<file path="src/pcct_pkg.sv">
// Package of constants and types for the card cycle timing generator
package pcct_pkg;

  // Interval widths and clock relation
  localparam int PCCT_CNT_W = 5;
  localparam int PCCT_PCLK_PERIOD_NS = 30;
  localparam int PCCT_SYS_PERIOD_NS = 4;
  // Least time rounds up so intervals never come out short
  localparam int PCCT_TICK_CYCLES = (PCCT_PCLK_PERIOD_NS + PCCT_SYS_PERIOD_NS - 1)
                                    / PCCT_SYS_PERIOD_NS;

  // Timing-select code for the standard timing set
  localparam logic [1:0] PCCT_TS_STD = 2'h1;

  // Address setup counts in bus clocks
  localparam logic [4:0] PCCT_SETUP_IO = 5'h03;
  localparam logic [4:0] PCCT_SETUP_MEM_FAST = 5'h02;
  localparam logic [4:0] PCCT_SETUP_MEM_SLOW = 5'h04;

  // Command-active counts, 8-bit cycles
  localparam logic [4:0] PCCT_CMD8_NOWAIT = 5'h13;
  localparam logic [4:0] PCCT_CMD8_WAIT = 5'h17;
  localparam logic [4:0] PCCT_CMD8_ZWS = 5'h07;

  // Command-active counts, 16-bit cycles
  localparam logic [4:0] PCCT_CMD16_IO = 5'h07;
  localparam logic [4:0] PCCT_CMD16_IO_WAIT = 5'h0b;
  localparam logic [4:0] PCCT_CMD16_MEM_NOWAIT = 5'h09;
  localparam logic [4:0] PCCT_CMD16_MEM_WAIT1 = 5'h0d;
  localparam logic [4:0] PCCT_CMD16_MEM_WAIT2 = 5'h11;
  localparam logic [4:0] PCCT_CMD16_MEM_WAIT3 = 5'h17;
  localparam logic [4:0] PCCT_CMD16_MEM_ZWS = 5'h05;

  // Address hold counts
  localparam logic [4:0] PCCT_HOLD_FAST = 5'h02;
  localparam logic [4:0] PCCT_HOLD_SLOW = 5'h03;

  // Per-window wait-state settings
  typedef struct packed {
    logic [1:0] wait_state_sel;
    logic zero_wait;
    logic [1:0] timing_select_field;
  } pcct_win_cfg_t;

  // Lengths of the three intervals of one cycle
  typedef struct packed {
    logic [4:0] setup;
    logic [4:0] cmd;
    logic [4:0] hold;
  } pcct_times_t;

  // Sequencer states
  typedef enum logic [1:0] {
    PCCT_IDLE,
    PCCT_SETUP,
    PCCT_CMD,
    PCCT_HOLD
  } pcct_state_t;

endpackage : pcct_pkg

</file>
<file path="src/pcct_cycle_timer.sv">
// Card cycle timing generator: address setup, command-active and hold sequencing
`timescale 1ns/1ns
`default_nettype none

module pcct_cycle_timer import pcct_pkg::*; #(
  parameter int NUM_MEM_WIN = 5,
  parameter int NUM_IO_WIN = 2,
  parameter int TICK_DIV = PCCT_TICK_CYCLES
) (
  // Clock, reset, enable
  input wire logic sys_clk_in,
  input wire logic rst_in,
  input wire logic ce_in,
  // Window settings from the host side
  input wire pcct_win_cfg_t [NUM_MEM_WIN-1:0] mem_win_cfg_in,
  input wire pcct_win_cfg_t [NUM_IO_WIN-1:0] io_win_cfg_in,
  // Access request
  input wire logic start_in,
  input wire logic is_io_in,
  input wire logic is_16bit_in,
  input wire logic [$clog2(NUM_MEM_WIN)-1:0] win_idx_in,
  // Card side
  input wire logic card_wait_in,
  // Cycle status
  output logic busy_out,
  output logic addr_drive_out,
  output logic cmd_active_out,
  output logic done_out
);

  localparam int TICK_W = (TICK_DIV > 1) ? $clog2(TICK_DIV) : 1;
  localparam logic [TICK_W-1:0] TICK_LAST = TICK_W'(TICK_DIV - 1);
  // Index width of the I/O window array; the shared index port is wider
  localparam int IO_IDX_W = (NUM_IO_WIN > 1) ? $clog2(NUM_IO_WIN) : 1;

  pcct_state_t state, next_state;
  pcct_times_t lat, next_lat;
  logic [PCCT_CNT_W-1:0] cnt, next_cnt;
  logic [TICK_W-1:0] tick_cnt, next_tick_cnt;
  logic lat_io, next_lat_io, lat_16, next_lat_16;
  pcct_win_cfg_t lat_cfg, next_lat_cfg;
  logic next_busy, next_addr, next_cmd, next_done;
  pcct_win_cfg_t sel_cfg;
  pcct_times_t sel_times;
  logic tick, seg_end;

  // Interval lengths for a window's settings; other timing-select codes use the same set
  function automatic pcct_times_t calc_times(input pcct_win_cfg_t c, input logic io,
                                             input logic w16);
    pcct_times_t t;
    logic any_wait;
    t = '0;
    any_wait = io ? c.wait_state_sel[0] : (c.wait_state_sel != 2'h0);
    t.setup = io ? PCCT_SETUP_IO : (c.wait_state_sel[1] ? PCCT_SETUP_MEM_SLOW
                                                          : PCCT_SETUP_MEM_FAST);
    t.hold = (!io && c.wait_state_sel[1]) ? PCCT_HOLD_SLOW : PCCT_HOLD_FAST;
    if (!w16) begin
      // Any wait state overrides zero-wait
      t.cmd = any_wait ? PCCT_CMD8_WAIT : (c.zero_wait ? PCCT_CMD8_ZWS : PCCT_CMD8_NOWAIT);
    end else if (io) begin
      // Zero-wait has no meaning for 16-bit I/O
      t.cmd = c.wait_state_sel[0] ? PCCT_CMD16_IO_WAIT : PCCT_CMD16_IO;
    end else begin
      unique case (c.wait_state_sel)
        2'h0: t.cmd = c.zero_wait ? PCCT_CMD16_MEM_ZWS : PCCT_CMD16_MEM_NOWAIT;
        2'h1: t.cmd = PCCT_CMD16_MEM_WAIT1;
        2'h2: t.cmd = PCCT_CMD16_MEM_WAIT2;
        // Doubtful setting takes the longer count, so never short
        2'h3: t.cmd = PCCT_CMD16_MEM_WAIT3;
      endcase
    end
    return t;
  endfunction : calc_times

  // Window lookup; out-of-range index falls back to window 0
  always_comb begin
    sel_cfg = is_io_in ? io_win_cfg_in[0] : mem_win_cfg_in[0];
    if (is_io_in && (32'(win_idx_in) < NUM_IO_WIN)) begin
      sel_cfg = io_win_cfg_in[win_idx_in[IO_IDX_W-1:0]];
    end else if (!is_io_in && (32'(win_idx_in) < NUM_MEM_WIN)) begin
      sel_cfg = mem_win_cfg_in[win_idx_in];
    end
    sel_times = calc_times(sel_cfg, is_io_in, is_16bit_in);
  end

  // Bus clock tick derived from the system clock; divider keeps counts in bus clocks
  assign tick = (tick_cnt == TICK_LAST);
  // Card wait only stalls the command interval, not setup or hold
  assign seg_end = tick && (cnt == '0) && !(state == PCCT_CMD && card_wait_in);

  // Sequencer next state
  always_comb begin
    next_state = state;
    next_lat = lat;
    next_lat_io = lat_io;
    next_lat_16 = lat_16;
    next_lat_cfg = lat_cfg;
    next_cnt = cnt;
    next_tick_cnt = tick ? '0 : tick_cnt + 1'b1;
    next_done = 1'b0;
    unique case (state)
      PCCT_IDLE: begin
        next_tick_cnt = '0;
        if (start_in) begin
          next_lat = sel_times;
          next_lat_io = is_io_in;
          next_lat_16 = is_16bit_in;
          next_lat_cfg = sel_cfg;
          next_cnt = sel_times.setup - 1'b1;
          next_state = PCCT_SETUP;
        end
      end
      PCCT_SETUP: begin
        if (seg_end) begin
          next_cnt = lat.cmd - 1'b1;
          next_state = PCCT_CMD;
        end else if (tick) begin
          next_cnt = cnt - 1'b1;
        end
      end
      PCCT_CMD: begin
        if (seg_end) begin
          next_cnt = lat.hold - 1'b1;
          next_state = PCCT_HOLD;
        end else if (tick && !card_wait_in) begin
          next_cnt = cnt - 1'b1;
        end
      end
      PCCT_HOLD: begin
        if (seg_end) begin
          next_done = 1'b1;
          next_state = PCCT_IDLE;
        end else if (tick) begin
          next_cnt = cnt - 1'b1;
        end
      end
    endcase
    next_busy = (next_state != PCCT_IDLE);
    next_addr = next_busy;
    next_cmd = (next_state == PCCT_CMD);
  end

  // Registers; outputs come from flops so the card sees clean edges
  always_ff @(posedge sys_clk_in) begin
    if (rst_in) begin
      state <= PCCT_IDLE;
      lat <= '0;
      lat_io <= 1'b0;
      lat_16 <= 1'b0;
      lat_cfg <= '0;
      cnt <= '0;
      tick_cnt <= '0;
      busy_out <= 1'b0;
      addr_drive_out <= 1'b0;
      cmd_active_out <= 1'b0;
      done_out <= 1'b0;
    end else if (ce_in) begin
      state <= next_state;
      lat <= next_lat;
      lat_io <= next_lat_io;
      lat_16 <= next_lat_16;
      lat_cfg <= next_lat_cfg;
      cnt <= next_cnt;
      tick_cnt <= next_tick_cnt;
      busy_out <= next_busy;
      addr_drive_out <= next_addr;
      cmd_active_out <= next_cmd;
      done_out <= next_done;
    end
  end

  // Helper: advancing ticks spent in the current interval
  logic [PCCT_CNT_W-1:0] seg_ticks;
  always_ff @(posedge sys_clk_in) begin
    if (rst_in) begin
      seg_ticks <= '0;
    end else if (ce_in) begin
      if (state != next_state) begin
        seg_ticks <= '0;
      end else if (tick && !(state == PCCT_CMD && card_wait_in)) begin
        seg_ticks <= seg_ticks + 1'b1;
      end
    end
  end
endmodule : pcct_cycle_timer

`default_nettype wire

</file>
<file path="config.mk">
export PLATFORM = sky130hd
export DESIGN_NAME = pcct_cycle_timer
export DESIGN_NICKNAME = d
export VERILOG_FILES = /design/src/pcct_pkg.sv /design/src/pcct_cycle_timer.sv
export SDC_FILE = /design/constraint.sdc
export NUM_CORES = 1
export LEC_CHECK = 0
export BUFFER_PORTS_ARGS = -buffer_cell sky130_fd_sc_hd__buf_2
export CELL_PAD_IN_SITES_DETAIL_PLACEMENT = 1
export CELL_PAD_IN_SITES_GLOBAL_PLACEMENT = 1
export CORE_MARGIN = 3
export CORE_UTILIZATION = 36
export DETAILED_ROUTE_END_ITERATION = 6
export GPL_ROUTABILITY_DRIVEN = 1
export PLACE_DENSITY = 0.76
export SLEW_MARGIN = 0
export SYNTH_ARGS = -nofsm -noshare
export SYNTH_HDL_FRONTEND = slang
export SYNTH_SLANG_ARGS = --single-unit
</file>
<file path="constraint.sdc">
create_clock -name sys_clk_in -period 2.2 [get_ports sys_clk_in]
set_clock_uncertainty 0.2 [all_clocks]
set_input_delay 0 -clock sys_clk_in [delete_from_list [all_inputs] [get_ports sys_clk_in]]
set_output_delay 0 -clock sys_clk_in [all_outputs]
set_load 0.02 [all_outputs]
</file>
==> key figures <==
Final layout
  • Diodes inserted: 0
  • Nets: a little over 300
  • Post-layout util: 47.8%
  • Multi-input logic area: approximately 1100 µm²
  • Layout cells sized above 1: 26.3%
  • Final cell count without fillers: between 300 and 400
  • Fill count: 523
  • Area added between synthesis and finish: 26.3%
  • Reg area: roughly 380 µm²

Timing
  • Slew headroom: about 72%
  • Min Hold Slack: -0.00496 ns
  • Minimum clock period: roughly 2.1 ns
  • Max-slew violations: 0
  • Final setup viols: 0
  • RSZ-0062 raised after global routing: true
  • Worst Tran Pin Value: about 0.41 ns
  • Final period util: 94.2%
  • FMAX: 482 MHz
  • Final Hold Vio Count: 1

Logic synthesis
  • Mean Syn Cell Area: roughly 7.5 µm²
  • Largest area contributor in the synthesized netlist: dfxtp_1
  • Post-synthesis instance total: between 200 and 250
  • Post-synth top area share: between 20% and 30%
  • Ys Warns: 0
  • Synth cell types: approximately 50
  • Top post-synthesis cells by count: nor2_1, nand2_1, dfxtp_1
  • Synthesis-stage register bit count: 19
  • Top FF cell, synth: dfxtp_1
  • Post-synth EDFFs: 0
  • Mapped Nets: roughly 260
  • Most common cell in the netlist: nor2_1
  • FFs w/ async S/R, synth: 0%
  • Largest cells by area after synthesis: dfxtp_1, nor2_1, nand2_1
  • Post-synthesis sequential area ratio: around 25%
  • Cell Area, Synth: ~1500 µm²

Clocking
  • Clock Tree Root: clkbuf_8
  • Clock Tree Buf Depth: 2
  • Clock buffer count from CTS: 3
  • Htree depth: 1
  • CTS clk-pin slew, worst paths: 0.08 ns
  • CTS tree: yes
  • Sink Count: 19
  • Worst-Skew Late Latency: around 0.26 ns

Global routing
  • GRT Total Usage: around a fifth
  • Vias in the first global route: around 1700
  • Aggregate global routing overflow: 0
  • First-pass GRT wire length: between 7000 and 8000 µm
  • Antenna violations before repair: 0
  • Largest net degree at the start of global routing: 23

Setup path
  • Endpoint class of the critical path: register
  • WP data arrival: roughly 2 ns
  • Worst Setup Start Kind: register
  • Kind of critical path: register to register
  • Critical Path RT: ~2.1 ns
  • Max Fanout on Critical Path: 4

Die
  • Initial Utilization: between 30% and 40%
  • IO Pins: just under 50
  • Num rows: 23
  • DIE AREA: approximately 5100 µm²
  • Die H: 71.3 µm
  • Core area: just over 4000 µm²
  • Die width: 71.3 µm

Drt
  • Met3 Wirelength: 108 µm
  • Met1 WL: 2070 µm
  • Total Routed Length: 4570 µm
  • Highest metal used: met4
  • Met2 wire len: 2350 µm
  • Vias/cell: around 5.5
  • Residual DRC count: 0
  • Wirelength per Cell: approximately 15 µm
  • Via count: 1646
  • ANT nets after route: 0
  • Pre-antenna DRT Iters: 4
  • DRT iter0 DRCs: 90

Outcome
  • Outcome: complete, but fails checks
  • Failing checks: negative hold slack

Run
  • Max-Cap Viols: 0

Power
  • Total power: slightly below 0.9 mW
  • Power per Cell Area: 460 nW/µm²
  • Leakage Power: ~0.82 nW
  • Maximum vdd ir drop: around 0.24 mV

Place
  • Post-placement cell count: just under 300
  • DP HPWL: between 3000 and 4000 µm
  • Placer Congestion: 0.820
  • Port buffer count: 34

Worst hold path
  • HP Class: input port to register
-- timing repair --
action,in CTS,in global routing
endpoints found under the hold margin,13,0
setup endpoints to repair,0,5
setup buffers,0,1
hold buffers,5,0
resized for setup,0,5
-- final timing paths --
check	cells after the start	from	end	slack, ns
worst max-delay path	9	cnt[1]	cnt[0]	0.13
worst min register to register	2	addr_drive_out	addr_drive_out	0.28
worst min-delay path	3	is_io_in	lat[8]	-0.005
worst max register to register	9	cnt[1]	cnt[0]	0.13
-- area by class of cell --
type | instances | share of cell area, %
Sequential cell | 19 | 19.6
Inverter | 11 | 2.13
Multi-Input combinational cell | 164 | 55.8
Clock inverter | 1 | 0.258
Clock buffer | 3 | 2.13
Timing Repair Buffer | 53 | 16.8
Tap cell | 50 | 3.23
-- per-stage QoR --
step	area (µm²)	setup TNS [ns]	hold slack, ns	worst slack (ns)
global route	1940	-0.0445	0.0530	-0.0352
finish	1940	0	-0.00496	0.127
floorplan	1530	0	-0.0404	0.238
CTS	1910	0	0.00181	0.0785
global placement	1810	0	0.124	0.144
detailed placement	1810	0	0.134	0.106
-- cell families (layout without fill, tap and decap cells) --
family / Yosys count / count (layout) / share of synthesized area, %
DFF: 19 / 19 / 24.8
AOI/OAI and AO/OA: 54 / 54 / 24.3
xor gates and xnor gates: 8 / 8 / 4.57
adders and majority gates: 6 / 6 / 4.89
buffers and inverters: 22 / 68 / 5.95
and+or+nand+nor: 83 / 83 / 25.6
muxes: 13 / 13 / 9.87
-- flip-flops by register name, summed over array words and instances (netlist names) --
signal          cells
addr_drive_out      1
cmd_active_out      1
cnt                 5
done_out            1
lat                 6
state               2
tick_cnt            3
-- critical path, cell delays in order (launching register included) --
cell,delay (ns)
dfxtp_1,0.35
inv_1,0.08
ha_1,0.20
nor4b_2,0.16
buf_4,0.16
and2_1,0.17
buf_4,0.14
a31o_1,0.20
a21oi_1,0.18
a221oi_1,0.10
-- cell usage in the layout, fill, tap and decap left out, types with 5 or more instances in the layout --
master	n
mux2i_1	8
dfxtp_1	19
nand3_1	6
buf_4	14
nand2_1	25
inv_1	10
dlygate4sd3_1	5
buf_2	34
a21oi_1	16
ha_1	6
o21ai_0	5
nor2_1	29
-- metal layers --
metal / vias to the layer above / GRT usage [%]
met4: 0 / 3.55
met2: 25 / 34.1
met5: - / 0
met1: 783 / 24.3
li1: 834 / -
met3: 4 / 1.82
-- report_power, final --
part | switching, mW | internal, mW | total, mW | leakage, nW
combinational | 0.144 | 0.122 | 0.265 | 0.635
sequential | 0.0118 | 0.360 | 0.371 | 0.155
clock | 0.129 | 0.126 | 0.255 | 0.0255
Power figures use the tool's default switching activity.
